===== src/core/rfs_pkg.sv =====
// Constants for the ramped frequency-shift-keying sweep engine.
// Assumes byte-wide parallel programming, lowest address holds the most significant byte.
package rfs_pkg;
    localparam int unsigned ADDR_W = 6;
    localparam int unsigned TW_W = 48;
    localparam int unsigned RATE_W = 20;
    localparam int unsigned UPD_W = 32;
    // Byte ranges of the programming registers
    localparam logic [5:0] ADR_LOW_TW_HI = 6'h04;
    localparam logic [5:0] ADR_LOW_TW_LO = 6'h09;
    localparam logic [5:0] ADR_HIGH_TW_HI = 6'h0a;
    localparam logic [5:0] ADR_HIGH_TW_LO = 6'h0f;
    localparam logic [5:0] ADR_STEP_HI = 6'h10;
    localparam logic [5:0] ADR_STEP_LO = 6'h15;
    localparam logic [5:0] ADR_UPD_HI = 6'h16;
    localparam logic [5:0] ADR_UPD_LO = 6'h19;
    localparam logic [5:0] ADR_RATE_HI = 6'h1a;
    localparam logic [5:0] ADR_RATE_LO = 6'h1c;
    localparam logic [5:0] ADR_STATUS = 6'h1d;
    localparam logic [5:0] ADR_CTRL = 6'h1f;
    // sweep_control field positions
    localparam int unsigned CTRL_AUTO_UPD = 0;
    localparam int unsigned CTRL_MODE_LSB = 1;
    localparam int unsigned CTRL_TRIANGLE = 5;
    localparam int unsigned CTRL_CLR_ALL = 6;
    localparam int unsigned CTRL_CLR_STEP = 7;
    localparam logic [2:0] MODE_RAMPED = 3'h2;
    // Reset values
    localparam logic [7:0] CTRL_RST = 8'h00;
    localparam logic [TW_W-1:0] TW_RST = 48'h0;
    localparam logic [RATE_W-1:0] RATE_RST = 20'h00001;
    localparam logic [UPD_W-1:0] UPD_RST = 32'h0;
endpackage : rfs_pkg


===== src/core/rfs_sweep_engine.sv =====
// Ramped shift-keying sweep engine: parallel register port, step accumulator,
// tuning word select and phase accumulator.
// Assumes pins synchronous to i_mclk; host pulses i_update after programming.
//
// Functional notes
// - Ramping only when the mode field equals 010.
// - Rate timer is a 20-bit down counter ticking once at zero.
// - A level change on the keying pin starts the rate timer.
// - Ticks are N+1 clocks apart, N from 1 to 2^20-1.
// - Each tick adds the step word to the step accumulator, or subtracts it when heading back to the origin.
// - Accumulator offsets low or high word toward selected end; feeds phase.
// - Timer stops at destination; output dwells while pin holds.
// - Early pin toggle reverses the ramp at same rate and step.
// - Triangle bit sweeps continuously, ignores pin, equal dwell everywhere.
// - Pin level at triangle rising edge picks the starting end.
// - New step and rate values apply to following steps mid-ramp.
// - Step clear gives one-clock pulses on each update while set.
// - Clear-all holds both accumulators at zero until released.
// - A 32-bit internal update counter times register changes.
// - In ramped mode without triangle, pin low selects low word, pin high selects high word.
// - Written values take effect only at an update event: host strobe or internal update counter tick.
`timescale 1ns/1ps
module rfs_sweep_engine
    import rfs_pkg::*;
(
    input wire logic i_mclk,
    input wire logic i_reset_n,
    input wire logic [rfs_pkg::ADDR_W-1:0] i_addr,
    input wire logic [7:0] i_wdata,
    input wire logic i_wr,
    input wire logic i_rd,
    input wire logic i_update,
    input wire logic i_shift_key_pin,
    output logic [7:0] o_rdata,
    output logic [rfs_pkg::TW_W-1:0] o_tuning_word,
    output logic [rfs_pkg::TW_W-1:0] o_phase,
    output logic o_ramp_tick,
    output logic o_update_tick
);
    import rfs_pkg::*;

    ////////////////////////////////////////////////////////////////////////////
    // Byte helpers shared by all wide registers
    function automatic logic [TW_W-1:0] put_byte(input logic [TW_W-1:0] v,
                                                 input logic [5:0] lane,
                                                 input logic [7:0] b);
        logic [TW_W-1:0] r;
        r = v;
        r[lane*8 +: 8] = b;
        return r;
    endfunction : put_byte

    function automatic logic [7:0] get_byte(input logic [TW_W-1:0] v,
                                            input logic [5:0] lane);
        return v[lane*8 +: 8];
    endfunction : get_byte

    ////////////////////////////////////////////////////////////////////////////
    // Shadow (host written) and active (after update) registers
    logic [TW_W-1:0] sh_low_q, sh_high_q, sh_step_q;
    logic [TW_W-1:0] low_tuning_word_q, high_tuning_word_q, step_size_word_q;
    logic [RATE_W-1:0] sh_rate_q, step_rate_count_q;
    logic [UPD_W-1:0] sh_upd_q, upd_period_q;
    logic [7:0] sh_ctrl_q, sweep_control_q;

    wire hit_low = (i_addr >= ADR_LOW_TW_HI) && (i_addr <= ADR_LOW_TW_LO);
    wire hit_high = (i_addr >= ADR_HIGH_TW_HI) && (i_addr <= ADR_HIGH_TW_LO);
    wire hit_step = (i_addr >= ADR_STEP_HI) && (i_addr <= ADR_STEP_LO);
    wire hit_upd = (i_addr >= ADR_UPD_HI) && (i_addr <= ADR_UPD_LO);
    wire hit_rate = (i_addr >= ADR_RATE_HI) && (i_addr <= ADR_RATE_LO);
    wire hit_ctrl = (i_addr == ADR_CTRL);
    wire [5:0] lane_low = ADR_LOW_TW_LO - i_addr;
    wire [5:0] lane_high = ADR_HIGH_TW_LO - i_addr;
    wire [5:0] lane_step = ADR_STEP_LO - i_addr;
    wire [5:0] lane_upd = ADR_UPD_LO - i_addr;
    wire [5:0] lane_rate = ADR_RATE_LO - i_addr;
    wire [TW_W-1:0] upd_wide = {16'h0, sh_upd_q};
    wire [TW_W-1:0] rate_wide = {28'h0, sh_rate_q};
    wire [TW_W-1:0] upd_put = put_byte(upd_wide, lane_upd, i_wdata);
    wire [TW_W-1:0] rate_put = put_byte(rate_wide, lane_rate, i_wdata);

    // Update event: host strobe or internal update counter
    logic upd_cnt_tick_q;
    wire upd_evt = i_update || upd_cnt_tick_q;

    // Host writes land in shadows; the strobe moves them all at once
    always_ff @(posedge i_mclk or negedge i_reset_n) begin
        if (!i_reset_n) begin
            sh_low_q <= TW_RST;
            sh_high_q <= TW_RST;
            sh_step_q <= TW_RST;
            sh_upd_q <= UPD_RST;
            sh_rate_q <= RATE_RST;
            sh_ctrl_q <= CTRL_RST;
        end else if (i_wr) begin
            if (hit_low) sh_low_q <= put_byte(sh_low_q, lane_low, i_wdata);
            if (hit_high) sh_high_q <= put_byte(sh_high_q, lane_high, i_wdata);
            if (hit_step) sh_step_q <= put_byte(sh_step_q, lane_step, i_wdata);
            if (hit_upd) sh_upd_q <= upd_put[UPD_W-1:0];
            if (hit_rate) sh_rate_q <= rate_put[RATE_W-1:0];
            if (hit_ctrl) sh_ctrl_q <= i_wdata;
        end
    end

    always_ff @(posedge i_mclk or negedge i_reset_n) begin
        if (!i_reset_n) begin
            low_tuning_word_q <= TW_RST;
            high_tuning_word_q <= TW_RST;
            step_size_word_q <= TW_RST;
            upd_period_q <= UPD_RST;
            step_rate_count_q <= RATE_RST;
            sweep_control_q <= CTRL_RST;
        end else if (upd_evt) begin
            low_tuning_word_q <= sh_low_q;
            high_tuning_word_q <= sh_high_q;
            step_size_word_q <= sh_step_q;
            upd_period_q <= sh_upd_q;
            step_rate_count_q <= sh_rate_q;
            sweep_control_q <= sh_ctrl_q;
        end
    end

    ////////////////////////////////////////////////////////////////////////////
    // Internal 32-bit update counter, reloads from its period register
    logic [UPD_W-1:0] upd_cnt_q;
    wire upd_cnt_on = sweep_control_q[CTRL_AUTO_UPD];
    wire upd_cnt_zero = upd_cnt_on && (upd_cnt_q == '0);

    always_ff @(posedge i_mclk or negedge i_reset_n) begin
        if (!i_reset_n) begin
            upd_cnt_q <= UPD_RST;
            upd_cnt_tick_q <= 1'b0;
        end else begin
            upd_cnt_q <= (!upd_cnt_on || upd_cnt_zero) ? upd_period_q : upd_cnt_q - 1'b1;
            upd_cnt_tick_q <= upd_cnt_zero;
        end
    end

    ////////////////////////////////////////////////////////////////////////////
    // Sweep state and decode
    logic [TW_W-1:0] acc_q;
    logic origin_q, tri_dir_q, run_q, key_q, tri_q, clr_pulse_q;
    logic [TW_W-1:0] tw_q, phase_q;
    logic tick;

    wire ramp_mode = (sweep_control_q[CTRL_MODE_LSB +: 3] == MODE_RAMPED);
    wire tri_on = sweep_control_q[CTRL_TRIANGLE];
    wire clr_all = sweep_control_q[CTRL_CLR_ALL];
    wire key_edge = i_shift_key_pin != key_q;
    wire tri_rise = tri_on && !tri_q;
    // Triangle ignores the pin and follows its own direction flag
    wire target_hi = tri_on ? tri_dir_q : key_q;
    wire toward_far = target_hi != origin_q;
    wire [TW_W-1:0] span = high_tuning_word_q - low_tuning_word_q;
    wire [TW_W:0] acc_sum = {1'b0, acc_q} + {1'b0, step_size_word_q};
    // Clamp instead of overshooting either end
    wire [TW_W-1:0] acc_up = (acc_sum > {1'b0, span}) ? span : acc_sum[TW_W-1:0];
    wire [TW_W-1:0] acc_dn = (step_size_word_q > acc_q) ? '0 : acc_q - step_size_word_q;
    wire at_dest = toward_far ? (acc_q == span) : (acc_q == '0);
    wire timer_run = ramp_mode && !clr_all && (tri_on || (run_q && !at_dest));
    // A step clear restarts the timer so a ramp parked at its end sets off again
    wire timer_start = ramp_mode && (tri_rise || clr_pulse_q
                       || (key_edge && !tri_on));
    wire [TW_W-1:0] tw_d = clr_all ? '0 :
                           !ramp_mode ? low_tuning_word_q :
                           origin_q ? high_tuning_word_q - acc_q :
                           low_tuning_word_q + acc_q;

    rfs_rate_timer #(.W(RATE_W)) u_timer (
        .i_mclk(i_mclk),
        .i_reset_n(i_reset_n),
        .i_run(timer_run),
        .i_start(timer_start),
        .i_rate(step_rate_count_q),
        .o_tick(tick)
    );

    // Accumulator and direction; clears win over stepping
    always_ff @(posedge i_mclk or negedge i_reset_n) begin
        if (!i_reset_n) begin
            acc_q <= TW_RST;
            origin_q <= 1'b0;
            tri_dir_q <= 1'b1;
            run_q <= 1'b0;
        end else begin
            if (clr_all || clr_pulse_q) begin
                acc_q <= '0;
                // Clear-all parks the sweep at the end that the pin selects
                if (clr_all) begin
                    origin_q <= key_q;
                end
            end else if (tri_rise) begin
                acc_q <= '0;
                origin_q <= key_q;
                tri_dir_q <= !key_q;
            end else if (tick && ramp_mode) begin
                // Reversal simply walks the same offset back down
                acc_q <= toward_far ? acc_up : acc_dn;
            end
            if (tri_on && ramp_mode && !tri_rise && at_dest) begin
                tri_dir_q <= !tri_dir_q;
            end
            if (key_edge && ramp_mode) begin
                run_q <= 1'b1;
            end else if (clr_pulse_q && ramp_mode) begin
                run_q <= 1'b1;
            end else if (at_dest) begin
                run_q <= 1'b0;
            end
        end
    end

    // Pin and edge history, one-clock step clear, output stages
    always_ff @(posedge i_mclk or negedge i_reset_n) begin
        if (!i_reset_n) begin
            key_q <= 1'b0;
            tri_q <= 1'b0;
            clr_pulse_q <= 1'b0;
            tw_q <= TW_RST;
            phase_q <= TW_RST;
        end else begin
            key_q <= i_shift_key_pin;
            tri_q <= tri_on;
            clr_pulse_q <= upd_evt && sh_ctrl_q[CTRL_CLR_STEP];
            tw_q <= tw_d;
            phase_q <= clr_all ? '0 : phase_q + tw_q;
        end
    end

    ////////////////////////////////////////////////////////////////////////////
    // Read port: shadows read back, status shows live sweep state
    wire [7:0] status = {4'h0, run_q, at_dest, tri_dir_q, origin_q};
    wire [7:0] rd_mux = hit_low ? get_byte(sh_low_q, lane_low) :
                        hit_high ? get_byte(sh_high_q, lane_high) :
                        hit_step ? get_byte(sh_step_q, lane_step) :
                        hit_upd ? get_byte(upd_wide, lane_upd) :
                        hit_rate ? get_byte(rate_wide, lane_rate) :
                        hit_ctrl ? sh_ctrl_q :
                        (i_addr == ADR_STATUS) ? status : 8'h00;

    always_ff @(posedge i_mclk or negedge i_reset_n) begin
        if (!i_reset_n) begin
            o_rdata <= 8'h00;
        end else if (i_rd) begin
            o_rdata <= rd_mux;
        end
    end

    assign o_tuning_word = tw_q;
    assign o_phase = phase_q;
    assign o_ramp_tick = tick;
    assign o_update_tick = upd_cnt_tick_q;
endmodule : rfs_sweep_engine


===== src/core/rfs_rate_timer.sv =====
// Ramp rate down counter: one-cycle tick every rate+1 clocks while running.
// Assumes the rate value is at least one and stable between ticks or reloads.
`timescale 1ns/1ps
module rfs_rate_timer #(
    parameter int unsigned W = 20
) (
    input wire logic i_mclk,
    input wire logic i_reset_n,
    input wire logic i_run,
    input wire logic i_start,
    input wire logic [W-1:0] i_rate,
    output logic o_tick
);
    logic [W-1:0] count_q;
    logic [W-1:0] count_d;
    logic tick_d;

    // Reload on start and on every tick so new rates apply to the next step
    assign tick_d = i_run && !i_start && (count_q == '0);
    assign count_d = (i_start || tick_d) ? i_rate :
                     (i_run ? count_q - 1'b1 : count_q);

    always_ff @(posedge i_mclk or negedge i_reset_n) begin
        if (!i_reset_n) begin
            count_q <= '0;
            o_tick <= 1'b0;
        end else begin
            count_q <= count_d;
            o_tick <= tick_d;
        end
    end
endmodule : rfs_rate_timer


===== config.mk =====
export PLATFORM = sky130hd
export DESIGN_NAME = rfs_sweep_engine
export DESIGN_NICKNAME = d
export VERILOG_FILES = /design/src/core/rfs_pkg.sv /design/src/core/rfs_sweep_engine.sv /design/src/core/rfs_rate_timer.sv
export SDC_FILE = /design/constraint.sdc
export NUM_CORES = 2
export LEC_CHECK = 0
export ABC_CLOCK_PERIOD_IN_PS = 16400
export BUFFER_PORTS_ARGS = -buffer_cell sky130_fd_sc_hd__buf_2
export CAP_MARGIN = 0
export CORE_MARGIN = 1
export CORE_UTILIZATION = 55
export DETAILED_ROUTE_END_ITERATION = 7
export PLACE_DENSITY_LB_ADDON = 0.12
export SYNTH_ARGS = -nofsm -noshare
export SYNTH_HDL_FRONTEND = slang
export SYNTH_SLANG_ARGS = --single-unit
export TNS_END_PERCENT = 5

===== constraint.sdc =====
create_clock -name i_mclk -period 16.4 [get_ports i_mclk]
set_input_delay 2.46 -clock i_mclk [delete_from_list [all_inputs] [get_ports i_mclk]]
set_output_delay 2.46 -clock i_mclk [all_outputs]
set_load 0.05 [all_outputs]

# Word level (Yosys, flattened, before mapping)
# Cells that the tools add are included.
[word_totals]
regBits = 619
latch_bits = 0
ramBits = 0
romBits = 0
in_bits = 20
memories = 0
[classes]
add_sub_neg = 18
mul = 0
n_div = 0
n_lt_le_gt_ge = 12
n_eq_ne = 8
shifts = 15
mux = 36
bitwise_logic = 0
reduce_logical = 53
[ops]
columns = ["cell", "count"]
rows = [
  ["48-bit 2-to-1 mux", 10],
  ["48-bit bitwise mux", 5],
  ["8-bit by 34-bit variable shift with 48-bit output, first input constant", 5],
  ["48-bit by 10-bit variable part select with 8-bit output", 5],
  ["8-bit by 34-bit variable part select with 48-bit output", 5],
  ["9-bit negator with 34-bit output", 5],
  ["48-bit subtractor", 3],
  ["48-bit adder", 2],
  ["48-bit by 48-bit adder with 49-bit output", 1],
  ["49-bit by 48-bit greater-than comparator with 1-bit output", 1],
  ["48-bit equality test", 1],
  ["48-bit greater-than comparator", 1],
  ["48-bit logical NOT", 1],
  ["8-bit 2-to-1 mux", 6],
  ["20-bit 2-to-1 mux", 2],
  ["32-bit logical NOT", 1],
  ["32-bit 2-to-1 mux", 1],
  ["32-bit by 1-bit subtractor with 32-bit output, second input constant", 1],
  ["1-bit logical AND", 21],
  ["20-bit logical NOT", 1],
  ["20-bit by 1-bit subtractor with 20-bit output, second input constant", 1],
  ["6-bit by 5-bit >= comparator with 1-bit output, second input constant", 3],
  ["6-bit by 5-bit <= comparator with 1-bit output, second input constant", 3],
  ["5-bit by 6-bit subtractor with 6-bit output, first input constant", 3],
  ["16 further kinds", 54],
]

# Longest topological paths before layout
[depth]
word_depth = 11
mapped_depth = 32
depth_no_buf = 28

# Modules after synthesis
# From an unflattened synthesis, not the netlist that was laid out.
[unflattened]
hier_cells = 5317
hier_area_um2 = 47106.4
[by_module_without_submodules]
columns = ["module", "n_inst", "cells_per_inst", "area_per_inst_um2", "seq_area_each_um2"]
rows = [
  ["rfs_sweep_engine", 1, 5186, 45865.2, 14943.1],
  ["rfs_rate_timer", 1, 131, 1241.2, 525.5],
]

# Least setup slack after synthesis
# OpenSTA, ideal clock, no wires.
[synth_path]
path_kind = "register -> register"
start = "register acc_q[0]"
end = "register acc_q[23]"
setup_ns = 0.126
arrival_ns = 5.979
path_slack_ns = 10.295
path_stages_with_launch = 26
synth_period_minus_slack_ns = 6.105
path_cell_list = "dfrtp_1 -> ha_1 -> fa_1 -> nand2b_1 -> a21oi_1 -> o311ai_0 -> a21oi_1 -> o2111a_1 -> a31oi_1 -> o21ai_1 -> a21o_1 -> nand2b_1 -> a21bo_2 -> xnor2_1 -> ha_1 -> and3_1 -> nand4_1 -> or4_1 -> a221o_1 -> or4_1 -> clkbuf_1 -> nand2_1 -> buf_2 -> mux2i_1 -> nor2_1 -> a221o_1"
[synth_between]
elab_chain_cells = 7
word_cells_on_any_way = 10
[synth_lines]
columns = ["element", "line_no", "rtl"]
rows = [
  ["start, declared", "rfs_sweep_engine.sv:141", "logic [TW_W-1:0] acc_q;"],
  ["start signal, assigned", "rfs_sweep_engine.sv:198", "acc_q <= toward_far ? acc_up : acc_dn;"],
  ["48-bit by 48-bit adder with 49-bit output", "rfs_sweep_engine.sv:155", "wire [TW_W:0] acc_sum = {1'b0, acc_q} + {1'b0, step_size_word_q};"],
  ["49-bit by 48-bit greater-than comparator with 1-bit output", "rfs_sweep_engine.sv:157", "wire [TW_W-1:0] acc_up = (acc_sum > {1'b0, span}) ? span : acc_sum[TW_W-1:0];"],
  ["48-bit 2-to-1 mux", "rfs_sweep_engine.sv:157", ""],
  ["48-bit 2-to-1 mux (*)", "rfs_sweep_engine.sv:198", ""],
  ["48-bit 2-to-1 mux (*)", "rfs_sweep_engine.sv:196", "end else if (tick && ramp_mode) begin"],
  ["48-bit 2-to-1 mux (*)", "rfs_sweep_engine.sv:192", "end else if (tri_rise) begin"],
  ["48-bit 2-to-1 mux (*)", "rfs_sweep_engine.sv:186", "if (clr_all || clr_pulse_q) begin"],
]
# Every way passes the cells marked *; elsewhere a longest branch is shown, timed or not. The select of a mux whose other input is x is not followed.
# A chain may end at the register's enable or synchronous reset.

# Worst setup path after layout
[layout_path]
start = "register acc_q[14]"
end = "register acc_q[25]"
# Same word-level chain as after synthesis.

==> results.py <==
metrics = {
    "layout": {
        "finalInstanceArea_sq_mm": 0.0507,
        "area_growth_syn_to_layout_pct": 8.27,
        "fillerInstances": 7481,
        "post_route_cells_drive_above_1_share_pct": 13.2,
        "nets": 5643,
        "multi_input_combinational_cell_area_sq_mm": 0.0293,
        "seq_area_sq_mm": 0.0155,
        "finish.cell_count_without_fillers": 6461,
        "finish.utilization_pct": 60.4,
    },
    "floorplanning": {
        "dieArea_sq_mm": 0.0863,
        "die_x_um": 294,
        "chipHeight_um": 294,
        "start_util_pct": 55.8,
        "io_pins": 126,
        "core_area_sq_mm": 0.0840,
        "placementRows": 106,
    },
    "clock_network": {
        "post_cts.resized_instances": 0,
        "clock_latency_ns": 0.65,
        "cts_sinks": 618,
        "cts_inserted_buffers": 71,
        "max-clock-path-buffers": 3,
        "cts.reportedPaths.clkPinSlew_ns": 0.06,
        "cts_root_buf": "clkbuf_16",
        "h-tree-depth": 3,
        "post_cts_buffers": 0,
        "cts_tree": "done",
        "cts-hold-fix-buffers": 0,
    },
    "pwr": {
        "total_leakage_power_nw": 24.2,
        "ir_drop_v": 0.000110,
        "power.switching_fraction_pct": 37.8,
        "pwr-share-clk_pct": 33.6,
        "pwr_total_mw": 5.01,
        "share_seq_of_total_power_pct": 35.1,
        "internal_power_mw": 3.11,
        "netSwitchingPower_mw": 1.89,
        "combinational_share_of_power_pct": 31.4,
        "power.density_mw_per_mm2": 98.8,
    },
    "critical_path": {
        "slowest_delay_ns": 0.67,
        "timing.critical_path.buf_inv": 1,
        "cp.required_ns": 16.92,
        "timing.critical_path.arrival_ns": 8.15,
        "cp_cell_sequence": "ha_1 -> or4_1 -> nor3b_1 -> a311oi_1 -> a21oi_1 -> o211ai_1 -> nand2_1 -> a31oi_1 -> o21ai_0 -> a21oi_1 -> o311ai_0 -> ha_1 -> and3_1 -> nand4_1 -> or4_1 -> a221o_1 -> or4_1 -> nand2_2 -> buf_4 -> nor2_1 -> a21o_1 -> a221o_1",
        "timing.setup.critical_path_class": "flip-flop to flip-flop",
        "critPathCaptureType": "flip-flop",
        "timing.critical_path.mode_cell": "or4_1",
        "cpLargestDelayFamily": "simple AND/OR/NAND/NOR gates",
        "critical_path_slowest_stage_cell": "dfrtp_1",
        "critPathMaxFanout": 38,
        "setup.worst_path.start_class": "flip-flop",
    },
    "placement": {
        "gp_congestion": 1.01,
        "dpl.hpwl_mm": 127,
        "postPlaceCellArea_sq_mm": 0.0482,
        "place_inst": 6327,
        "portBuffers": 125,
    },
    "sta": {
        "worst_pin_slew_ns": 1.24,
        "fraction_of_the_cycle_the_final_worst_path_needs_pct": 46.5,
        "max_slew_margin_pct": 16.4,
        "period_needed_ns": 7.63,
        "slew_viol_final": 0,
        "finalHoldViolations": 0,
        "setup_tns_ns": 0,
        "finClkSkew_ns": 0.0246,
        "rsz_0062_raised_after_global_routing": "false",
        "timing.final.setup_violations": 0,
        "fmax_ghz": 0.131,
    },
    "routing": {
        "viasPerCell": 6.39,
        "wl_per_cell_um": 25.4,
        "routed-via-count": 41300,
        "drtAntennaViolNets": 0,
        "firstDrtPassIters": 6,
        "drt-total-wl_mm": 164,
        "drc": 0,
        "drt_iter0_markers": 3835,
    },
    "logic_synthesis": {
        "synth_area_leaders": "dfrtp_1 33%, ha_1 9.4%, mux2_2 7.3%, nand2_1 4.2%, xnor2_1 4.1%",
        "synth_top_cell_by_area": "dfrtp_1",
        "syn-instance-count": 5282,
        "syn-mean-instance-area_sq_um": 8.86,
        "synth.distinct_cells": 106,
        "register_bit_total_from_synthesis": 618,
        "post_syn_area_sq_mm": 0.0468,
        "ys_seq_area_share_pct": 33.0,
        "synth-edff-count": 0,
        "synthDominantCellAreaShare_pct": 32.9,
        "synth-warning-count": 0,
        "synthArstFlopShare_pct": 100,
        "synth_flop_type": "dfrtp_1",
        "mappedNetlistNets": 5659,
    },
    "flow_run": {
        "maxCapViolCount": 0,
    },
    "outcome": {
        "outcome": "completed",
    },
    "worst_hold_path": {
        "hp-class": "flip-flop to flip-flop",
    },
    "global_routing": {
        "global_route.usage.total_pct": 37.8,
        "maximum_number_of_pins_on_one_net_before_global_route_repair": 133,
        "antenna_found_initial": 11,
        "grt_pass1_wl_mm": 245,
        "globalRoute.totalOverflow": 0,
        "first_global_vias": 38800,
    },
}
==> Yosys cell counts (all sizes together) (40+ instances only) <==
cell    number
mux2       303
nor4        49
nand4       64
ha         351
nor2b       52
a31oi       40
nand3      109
a21o       136
nand2b      64
xor2       104
nor3       127
mux2i       48
o211ai      44
o21ai      383
a211oi      85
o21bai      58
dfrtp      615
and3        52
inv        268
clkbuf     186
nor2       383
nand2      527
buf         70
xnor2      221
a21oi      385
==> power by group through the flow <==
stage | clock network, mW | logic [mW] | registers [mW]
3_3_place_gp | 0 | 1.54 | 1.78
2_1_floorplan | 0 | 0.880 | 1.98
3_5_place_dp | 0 | 1.54 | 1.78
5_1_grt | 1.76 | 1.69 | 1.77
6_report | 1.68 | 1.57 | 1.75
4_1_cts | 1.71 | 1.55 | 1.75
==> layer usage <==
metal	vias to the layer above	track usage (%)	part of all wire, %
met5	-	0	0.015
li1	19100	-	-
met4	4	19.4	5.7
met1	20100	51.6	43
met3	394	6.01	7.7
met2	1672	58.0	44
==> tightest hold or removal path, stage by stage (launching register included) <==
cell     delay [ns]
dfrtp_1        0.33
nand2_1        0.04
o21ai_0        0.06
==> final timing paths <==
kind                       cells past startpoint        startpoint  slack (ns)                  to
min in group asynchronous                      1         i_reset_n        1.81         o_phase[38]
max reg2reg                                   22         acc_q[14]        8.77           acc_q[25]
max in group asynchronous                      4         i_reset_n       11.35  sweep_control_q[6]
max                                           22         acc_q[14]        8.77           acc_q[25]
min reg2reg                                    2  upd_period_q[31]        0.47       upd_cnt_q[31]
min                                            2  upd_period_q[31]        0.47       upd_cnt_q[31]
==> cells in the final DEF, fill, tap and decap left out, drive strengths merged, types with 26 or more instances in the layout <==
cell	count
dfrtp	615
xnor2	221
a21oi	385
o211ai	44
mux4	32
mux2i	48
o21a	38
a31oi	40
ha	351
mux2	303
o21ai	383
nor2	383
xor2	104
a22oi	30
inv	274
clkbuf	94
nand4	64
nand3	109
or3	38
o21bai	58
nand2	527
a211oi	85
nand2b	64
o31ai	33
nor3	127
a221o	36
nor4	49
nor2b	52
buf	167
and2	37
or2	26
and3	52
a21o	136
==> per-stage QoR <==
stage               hold slack, ns  setup slack (ns)
CTS                          0.476              8.87
finish                       0.467              8.77
floorplan                    0.349             10.30
global route                 0.501              8.36
global placement             0.455              8.86
detailed placement           0.464              8.72
==> sequential cells by signal, indices dropped and copies added (netlist names), 6 cells and up <==
register            cells
o_rdata                 8
u_timer.count_q        20
acc_q                  48
sh_low_q               48
sweep_control_q         6
upd_cnt_q              32
step_rate_count_q      20
sh_rate_q              20
low_tuning_word_q      48
sh_high_q              48
o_tuning_word          48
upd_period_q           32
o_phase                48
high_tuning_word_q     48
sh_ctrl_q               8
sh_step_q              48
step_size_word_q       48
sh_upd_q               32
==> area by class of cell <==
cell class                 count  area share [%]
sequential                   618            30.5
tap                         1134            2.80
clock inverter                37           0.909
antenna                        3          0.0148
clock buffer                  94            3.97
multi-input combinational   4136            57.8
timing repair buffer         167            1.91
inverter                     272            2.01
==> logic make-up (layout without fill, tap and decap cells) <==
kind of cell	Yosys count	count (layout)	share of synthesized area, %
AO/OA/AOI/OAI	1462	1462	20.3
XOR/XNOR	334	334	6.53
adder cells (fa/ha/maj)	357	357	9.64
buffers and inverters	528	570	4.40
flip-flops	618	618	33.0
multiplexers	383	383	9.86
other	0	3	0
AND/OR/NAND/NOR	1600	1600	16.3
Power figures use the tool's default switching activity.
